File: src/logic/cdri_pkg.sv
package cdri_pkg;
  localparam int          CDRI_NUM_WATCH  = 2;
  localparam int          CDRI_COND_W     = 2;
  localparam int          CDRI_ADDR_W     = 32;
  localparam int          CDRI_DATA_W     = 32;
  localparam int          CDRI_CTRL_W     = 4;
  localparam logic        CDRI_RST_ACK    = 1'b0;
  localparam logic        CDRI_RST_BUF    = 1'b0;
  typedef enum logic [1:0] {CDRI_RUN, CDRI_WAIT_DONE, CDRI_HALTED} cdri_state_t;
endpackage

File: src/logic/cdri_watch_unit.sv
`timescale 1ns/10ps
module cdri_watch_unit
  import cdri_pkg::*;
#(
  parameter int AW = CDRI_ADDR_W,
  parameter int DW = CDRI_DATA_W,
  parameter int CW = CDRI_CTRL_W,
  parameter int XW = CDRI_COND_W
)(
  input  wire logic [AW-1:0] addr,        // bus address
  input  wire logic [DW-1:0] data,        // bus data
  input  wire logic [CW-1:0] ctrl,        // bus control
  input  wire logic [XW-1:0] cond,        // external condition
  input  wire logic [AW-1:0] addr_val,    // compare address
  input  wire logic [AW-1:0] addr_mask,   // 1 = don't care
  input  wire logic [DW-1:0] data_val,    // compare data
  input  wire logic [DW-1:0] data_mask,   // 1 = don't care
  input  wire logic [CW-1:0] ctrl_val,    // compare control
  input  wire logic [CW-1:0] ctrl_mask,   // 1 = don't care
  input  wire logic [XW-1:0] cond_val,    // compare condition
  input  wire logic [XW-1:0] cond_mask,   // 1 = don't care
  output logic               match        // raw comparator match
);
  wire a_ok = &((addr ~^ addr_val) | addr_mask);
  wire d_ok = &((data ~^ data_val) | data_mask);
  wire c_ok = &((ctrl ~^ ctrl_val) | ctrl_mask);
  wire x_ok = &((cond ~^ cond_val) | cond_mask);
  assign match = a_ok & d_ok & c_ok & x_ok;
endmodule // cdri_watch_unit

File: src/logic/cdri_core_debug.sv
`timescale 1ns/10ps
module cdri_core_debug
  import cdri_pkg::*;
#(
  parameter int NW = CDRI_NUM_WATCH,
  parameter int AW = CDRI_ADDR_W,
  parameter int DW = CDRI_DATA_W,
  parameter int CW = CDRI_CTRL_W,
  parameter int XW = CDRI_COND_W
)(
  input  wire logic             clk,                   // core clock
  input  wire logic             reset,                 // sync, active high
  input  wire logic             debug_enable_in,       // static debug enable
  input  wire logic             ext_breakpoint_in,     // external breakpoint
  input  wire logic             ext_debug_request_in,  // external debug request
  input  wire logic [XW-1:0]    ext_condition_in,      // external condition
  input  wire logic             mem_access,            // access valid this cycle
  input  wire logic             mem_is_fetch,          // access is a fetch
  input  wire logic [AW-1:0]    bus_addr,              // access address
  input  wire logic [DW-1:0]    bus_data,              // access data
  input  wire logic [CW-1:0]    bus_ctrl,              // access control
  input  wire logic             exec_marked,           // marked fetch now executes
  input  wire logic             fetch_flushed,         // marked fetch discarded
  input  wire logic             instr_done,            // current instruction retires
  input  wire logic             debug_exit,            // restart from debug state
  input  wire logic [NW*AW-1:0] wp_addr_val,           // watch address values
  input  wire logic [NW*AW-1:0] wp_addr_mask,          // watch address masks
  input  wire logic [NW*DW-1:0] wp_data_val,           // watch data values
  input  wire logic [NW*DW-1:0] wp_data_mask,          // watch data masks
  input  wire logic [NW*CW-1:0] wp_ctrl_val,           // watch control values
  input  wire logic [NW*CW-1:0] wp_ctrl_mask,          // watch control masks
  input  wire logic [NW*XW-1:0] wp_cond_val,           // watch condition values
  input  wire logic [NW*XW-1:0] wp_cond_mask,          // watch condition masks
  input  wire logic [NW-1:0]    wp_enable,             // watch enable bits
  input  wire logic             rx_write,              // debugger fills rx buffer
  input  wire logic             rx_read,               // core reads rx buffer
  input  wire logic             tx_write,              // core fills tx buffer
  input  wire logic             tx_read,               // debugger drains tx buffer
  output logic                  access_breakpointed,   // current access marked
  output logic                  fetch_mark_pending,    // marked fetch in flight
  output logic                  watch_hit,             // enabled watch matched
  output logic                  debug_ack_out,         // in debug state
  output logic [NW-1:0]         watch_range_match_out, // raw watch matches
  output logic                  comms_rx_full,         // rx buffer holds data
  output logic                  comms_tx_empty         // tx buffer empty
);
  cdri_state_t state;
  cdri_state_t next_state;
  logic        fetch_mark;
  logic        next_fetch_mark;
  logic        rx_full;
  logic        tx_full;
  logic [NW-1:0] raw_match;

  genvar g;
  generate
    for (g = 0; g < NW; g++)
    begin : g_watch
      cdri_watch_unit #(.AW(AW), .DW(DW), .CW(CW), .XW(XW)) u_watch (
        .addr      (bus_addr),
        .data      (bus_data),
        .ctrl      (bus_ctrl),
        .cond      (ext_condition_in),
        .addr_val  (wp_addr_val[g*AW +: AW]),
        .addr_mask (wp_addr_mask[g*AW +: AW]),
        .data_val  (wp_data_val[g*DW +: DW]),
        .data_mask (wp_data_mask[g*DW +: DW]),
        .ctrl_val  (wp_ctrl_val[g*CW +: CW]),
        .ctrl_mask (wp_ctrl_mask[g*CW +: CW]),
        .cond_val  (wp_cond_val[g*XW +: XW]),
        .cond_mask (wp_cond_mask[g*XW +: XW]),
        .match     (raw_match[g])
      );
    end
  endgenerate

  // enable gates only the halt path, never the range outputs
  wire dbg_on    = debug_enable_in;
  wire bp_mark   = dbg_on & mem_access & ext_breakpoint_in;
  wire bp_fetch  = bp_mark & mem_is_fetch;
  wire bp_data   = bp_mark & ~mem_is_fetch;
  wire wp_fire   = dbg_on & mem_access & ~mem_is_fetch & |(raw_match & wp_enable);
  wire req_fire  = dbg_on & ext_debug_request_in;
  wire halt_now  = dbg_on & (fetch_mark | bp_fetch) & exec_marked;
  wire want_done = bp_data | wp_fire | req_fire;

  assign access_breakpointed = bp_mark;
  assign watch_hit           = wp_fire;
  assign fetch_mark_pending  = fetch_mark;

  always_comb
  begin
    next_state      = state;
    next_fetch_mark = fetch_mark;
    // a new marked fetch outranks the flush of an older one
    if (fetch_flushed & ~halt_now)
      next_fetch_mark = 1'b0;
    if (bp_fetch)
      next_fetch_mark = 1'b1;
    case (state)
      CDRI_RUN:
      begin
        if (halt_now)
          next_state = CDRI_HALTED;
        else if (want_done & instr_done)
          next_state = CDRI_HALTED;
        else if (want_done)
          next_state = CDRI_WAIT_DONE;
      end
      CDRI_WAIT_DONE:
      begin
        if (halt_now | instr_done)
          next_state = CDRI_HALTED;
      end
      CDRI_HALTED:
      begin
        next_fetch_mark = 1'b0;
        if (debug_exit)
          next_state = CDRI_RUN;
      end
      default:
        next_state = CDRI_RUN;
    endcase
    if (!dbg_on)
    begin
      next_state      = CDRI_RUN;
      next_fetch_mark = 1'b0;
    end
  end

  always_ff @(posedge clk)
  begin
    if (reset)
    begin
      state      <= CDRI_RUN;
      fetch_mark <= 1'b0;
    end
    else
    begin
      state      <= next_state;
      fetch_mark <= next_fetch_mark;
    end
  end

  // write wins over read in the same cycle so no word is lost
  always_ff @(posedge clk)
  begin
    if (reset)
    begin
      rx_full <= CDRI_RST_BUF;
      tx_full <= CDRI_RST_BUF;
    end
    else
    begin
      rx_full <= rx_write | (rx_full & ~rx_read);
      tx_full <= tx_write | (tx_full & ~tx_read);
    end
  end

  always_ff @(posedge clk)
  begin
    if (reset)
    begin
      debug_ack_out         <= CDRI_RST_ACK;
      watch_range_match_out <= '0;
    end
    else
    begin
      debug_ack_out         <= (next_state == CDRI_HALTED);
      watch_range_match_out <= raw_match;
    end
  end

  assign comms_rx_full  = rx_full;
  assign comms_tx_empty = ~tx_full;

  // ack must stand until an exit or a disable releases it
  property p_ack_state;
    @(posedge clk) disable iff (reset)
    (debug_ack_out && !debug_exit && debug_enable_in) |=> debug_ack_out;
  endproperty
  a_ack_state: assert property (p_ack_state) else $error("ack disagrees with state");

  property p_disabled_no_ack;
    @(posedge clk) disable iff (reset)
    !debug_enable_in |=> !debug_ack_out;
  endproperty
  a_disabled_no_ack: assert property (p_disabled_no_ack) else $error("ack while disabled");

  property p_req_halts;
    @(posedge clk) disable iff (reset)
    (state == CDRI_RUN && req_fire && instr_done && !debug_exit) |=> debug_ack_out;
  endproperty
  a_req_halts: assert property (p_req_halts) else $error("request not honoured");

  property p_data_bp_waits;
    @(posedge clk) disable iff (reset)
    (state == CDRI_RUN && bp_data && !instr_done && !halt_now && debug_enable_in)
      |=> (state == CDRI_WAIT_DONE);
  endproperty
  a_data_bp_waits: assert property (p_data_bp_waits) else $error("data break not held");

  property p_wait_completes;
    @(posedge clk) disable iff (reset)
    (state == CDRI_WAIT_DONE && instr_done && debug_enable_in) |=> debug_ack_out;
  endproperty
  a_wait_completes: assert property (p_wait_completes) else $error("no halt at completion");

  property p_fetch_exec;
    @(posedge clk) disable iff (reset)
    (fetch_mark && exec_marked && debug_enable_in && state != CDRI_HALTED) |=> debug_ack_out;
  endproperty
  a_fetch_exec: assert property (p_fetch_exec) else $error("marked fetch did not halt");

  property p_flush_clears;
    @(posedge clk) disable iff (reset)
    (fetch_flushed && !exec_marked && !bp_fetch) |=> !fetch_mark;
  endproperty
  a_flush_clears: assert property (p_flush_clears) else $error("flushed fetch still marked");

  property p_fetch_marks;
    @(posedge clk) disable iff (reset)
    (bp_fetch && state != CDRI_HALTED) |=> fetch_mark;
  endproperty
  a_fetch_marks: assert property (p_fetch_marks) else $error("marked fetch not held");

  property p_rx_flag;
    @(posedge clk) disable iff (reset)
    rx_write |=> comms_rx_full;
  endproperty
  a_rx_flag: assert property (p_rx_flag) else $error("rx full not set");

  property p_tx_flag;
    @(posedge clk) disable iff (reset)
    (tx_read && !tx_write) |=> comms_tx_empty;
  endproperty
  a_tx_flag: assert property (p_tx_flag) else $error("tx empty not set");

  property p_range_raw;
    @(posedge clk) disable iff (reset)
    watch_range_match_out == ($past(reset) ? {NW{1'b0}} : $past(raw_match));
  endproperty
  a_range_raw: assert property (p_range_raw) else $error("range not raw match");

  property p_mark_needs_input;
    @(posedge clk) disable iff (reset)
    access_breakpointed |-> (ext_breakpoint_in && mem_access && debug_enable_in);
  endproperty
  a_mark_needs_input: assert property (p_mark_needs_input) else $error("bad mark");
endmodule // cdri_core_debug

File: config.mk
export PLATFORM = sky130hd
export DESIGN_NAME = cdri_core_debug
export DESIGN_NICKNAME = d
export VERILOG_FILES = /design/src/logic/cdri_pkg.sv /design/src/logic/cdri_watch_unit.sv /design/src/logic/cdri_core_debug.sv
export SDC_FILE = /design/constraint.sdc
export NUM_CORES = 1
export LEC_CHECK = 0
export BUFFER_PORTS_ARGS = -buffer_cell sky130_fd_sc_hd__buf_2
export CORE_AREA = 2 2 145 147
export CTS_CLUSTER_SIZE = 20
export DETAILED_ROUTE_END_ITERATION = 10
export DIE_AREA = 0 0 147 149
export SYNTH_ARGS = -nofsm -noshare
export SYNTH_HDL_FRONTEND = slang
export SYNTH_SLANG_ARGS = --single-unit
File: constraint.sdc
create_clock -name clk -period 1.96 [get_ports clk]
set_clock_uncertainty 0.15 [all_clocks]
set_input_delay 0.196 -clock clk [delete_from_list [all_inputs] [get_ports clk]]
set_output_delay 0.196 -clock clk [all_outputs]
set_load 0.005 [all_outputs]
==> key figures <==
Finish
  • Fin area: 0.00512 mm^2
  • Final core occ: 24.9%
  • Footprint of the multi-input gates: 0.00224 mm^2
  • Share of cells above drive strength 1: around 66%
  • Reg area: 160 um^2
  • Nets: 1068
  • Area growth syn-to-layout: 136%
  • Filler instances: 2268

Floorplan
  • Core footprint: 0.0206 mm^2
  • Initial Util: 10.6%
  • IO Pins: 375
  • Die area: 0.0219 mm^2
  • Row cnt: 53
  • Width of the die: ~150 um
  • Die height: approximately 150 um

Setup path
  • Crit Path Category: in -> out
  • Startpoint types: input port
  • Crit path max fanout: 2
  • Arrival time at the worst endpoint: 1.87 ns
  • CP most frequent cell: buf_6
  • CP peak stage delay: 0.25 ns
  • WP data required: ~1.6 ns
  • Worst Reg2Reg Path Length in Cells: 4
  • Worst flop-to-flop path startpoint: state[0]$_SDFF_PP0_
  • Worst flop-to-flop path endpoint: debug_ack_out$_SDFF_PP0_
  • Crit. End Element: output port
  • Setup crit end: watch_hit
  • Buffer and inverter count on the worst path: 6
  • Critical Path Start: bus_addr[3]
  • Crit path depth: 12
  • Worst path cell trace: buf_6 -> buf_6 -> xnor2_4 -> o22ai_2 -> nor4_2 -> buf_4 -> nand4_1 -> buf_6 -> nor4_4 -> o2111ai_2 -> inv_1 -> buf_2
  • Top delay family on crit path: buffers and inverters
  • Slowest-stage cell, CP: nor4_4
  • R2r setup slk: 0.33 ns

Global route
  • All-Layer GR Usage: a little over an eighth
  • Vias in the first global route: 3815
  • Pin count of the biggest net entering global routing: 6
  • First-pass GRT wire length: roughly 21000 um
  • GRT overflow: 0
  • Initial antenna violation count: 1

Drt
  • Via-to-Cell Ratio: 3.90
  • Drt pass-1 iters: 4
  • DR WL/cell: between 15 and 20 um
  • Via count: 3799
  • Number of remaining DRC errors: 0
  • Antenna Violating Nets Remaining: 0
  • Final wirelength: approximately 16000 um
  • Detailed Route Iter0 Violations: 110

Clocking
  • H-tree Lvls: 1
  • CTS tree: built
  • Clock latency on the worst-skew pair: 0.23 ns
  • CTS root buf: clkbuf_16
  • CTS buffer count: 3
  • Clk slew on worst S/H paths: ~0.030 ns
  • Clock buffer depth: 2
  • Clock Sinks: 8

Job
  • MaxCap Viol Count: 0

Timing
  • Final setup violating endpoints: 1
  • Slew margin rel.: 68.9%
  • RSZ-0062 raised after global routing: yes
  • Final Critical Period: 2.22 ns
  • Final Hold Viols: 0
  • Final Worst Setup Slack: -0.260 ns
  • Period utilization: 113%
  • Max frequency: 450 MHz
  • Max Slew Vio Count: 0
  • Tightest Pin Transition: between 0.4 and 0.5 ns

Synthesis
  • Adder-Cell Fraction of Synth Area: 0%
  • Synth Area in XOR/XNOR: between 50% and 60%
  • Mapped Nets: 646
  • Synth area leaders: xnor2_1, o22ai_1, dfxtp_1
  • Synthesized area per cell: 7.78 um^2
  • Mapped Cells: 279
  • Synth top cells by count: xnor2_1, o22ai_1, nor4_1
  • Ys Warns: 0
  • Post-synth EDFFs: 0
  • Top-area cell type share of the netlist area: 56.5%
  • Compound-cell area share of the yosys netlist: 24.2%
  • Synth area leader: xnor2_1
  • Simple-gate share of the synthesized area: 10.5%
  • Largest family of logic cells by synthesized area: XOR/XNOR gates
  • Most frequent cell after synthesis: xnor2_1
  • Post-synthesis instance area: 0.00217 mm^2
  • Multiplexer share of the synthesized area: 0%
  • Most common flop cell mapped by yosys: dfxtp_1
  • Seq cells post-synth: 8
  • Asr flop ratio synth: 0%
  • Sequential-to-total area share from yosys stat: 7.38%
  • Netlist cell types: 20

Placement
  • Placer Congestion: 0.905
  • DP Area: 0.00469 mm^2
  • Detailed placement HPWL: approximately 15000 um
  • Number of port buffers: 374

Status
  • Failing checks: setup timing
  • Status: complete, but fails checks

Power and ir drop
  • Pwr dens: 326 mW/mm^2
  • Leak: between 0.002 and 0.0025 uW
  • VDD IR max: 0.197 mV

Min path
  • Hold Crit Class: in -> reg
report_power, final:
part	internal, uW	total, uW	switching (uW)
registers	169	171	2.52
logic	663	1160	501
clock network	262	332	69.8
tightest hold or removal path, stage by stage:
cell	delay [ns]
buf_2	0.07
a21oi_1	0.03
nor2_1	0.07
per-stage QoR:
step           instances  setup WS (ns)  TNS, ns  total power [uW]  hold slack, ns
2_1_floorplan        279          0.266        0               578           0.118
3_3_place_gp         968         -0.577    -2.44              1260           0.256
3_5_place_dp         968         -0.534    -2.15              1270           0.264
4_1_cts              971         -0.329   -0.446              1670          0.0318
5_1_grt              974         -0.388   -0.691              1790          0.0678
6_report             975         -0.260   -0.260              1670          0.0313
flip-flops by register name (all words and copies together), names as in the netlist:
name and flops:
watch_range_match_out 2, state 2, fetch_mark_pending 1, tx_full 1
debug_ack_out 1, comms_rx_full 1
routing by layer:
layer	global-route usage (%)	share of wire, %	vias up
met3	2.32	7.8	10
met1	15.6	39	1688
li1	-	-	1888
met5	0	0	-
met4	1.35	0.92	0
met2	26.0	52	213
worst min-delay path by stage:
stage             start                        to  slack, ns  cells after the start
2_1_floorplan     reset  comms_rx_full$_SDFF_PP0_       0.12                      1
4_1_cts        rx_write  comms_rx_full$_SDFF_PP0_       0.03                      3
3_5_place_dp   rx_write  comms_rx_full$_SDFF_PP0_       0.26                      3
6_report       rx_write  comms_rx_full$_SDFF_PP0_       0.03                      3
3_3_place_gp   tx_write        tx_full$_SDFF_PP0_       0.26                      3
5_1_grt        rx_write  comms_rx_full$_SDFF_PP0_       0.07                      3
layout by cell type, fill, tap and decap left out, drive strengths merged:
cell / instances
a221oi: 1
o22ai: 73
dfxtp: 8
and3: 1
a22oi: 1
buf: 417
o21ai: 2
nor2: 3
nand3: 3
nor2b: 1
o2111ai: 1
nand2: 5
nor3: 4
diode: 1
clkbuf: 3
inv: 8
nand2b: 1
xnor2: 140
o211ai: 1
nand4: 2
nor4: 20
a21oi: 4
cell type report:
| type | count | area share [%] |
|---|---|---|
| Antenna cell | 1 | 0.0489 |
| Clock buffer | 3 | 1.47 |
| Inverter | 8 | 0.587 |
| Multi-Input combinational cell | 263 | 43.8 |
| Sequential cell | 8 | 3.13 |
| Tap cell | 275 | 6.72 |
| Timing Repair Buffer | 417 | 44.2 |
kinds of logic after synthesis:
family | count (synthesis)
xor+xnor | 140
flops | 8
compound gates | 83
simple gates | 40
buf+inv | 8
what timing repair did:
action | CTS | global route
gates cloned | 0 | 0
endpoints found under the setup margin | 4 | 4
setup buffers | 1 | 3
hold buffers | 0 | 0
resized for setup | 41 | 15
hold endpoints to repair | 0 | 0
pin swaps | 16 | 10
Power figures use the tool's default switching activity.
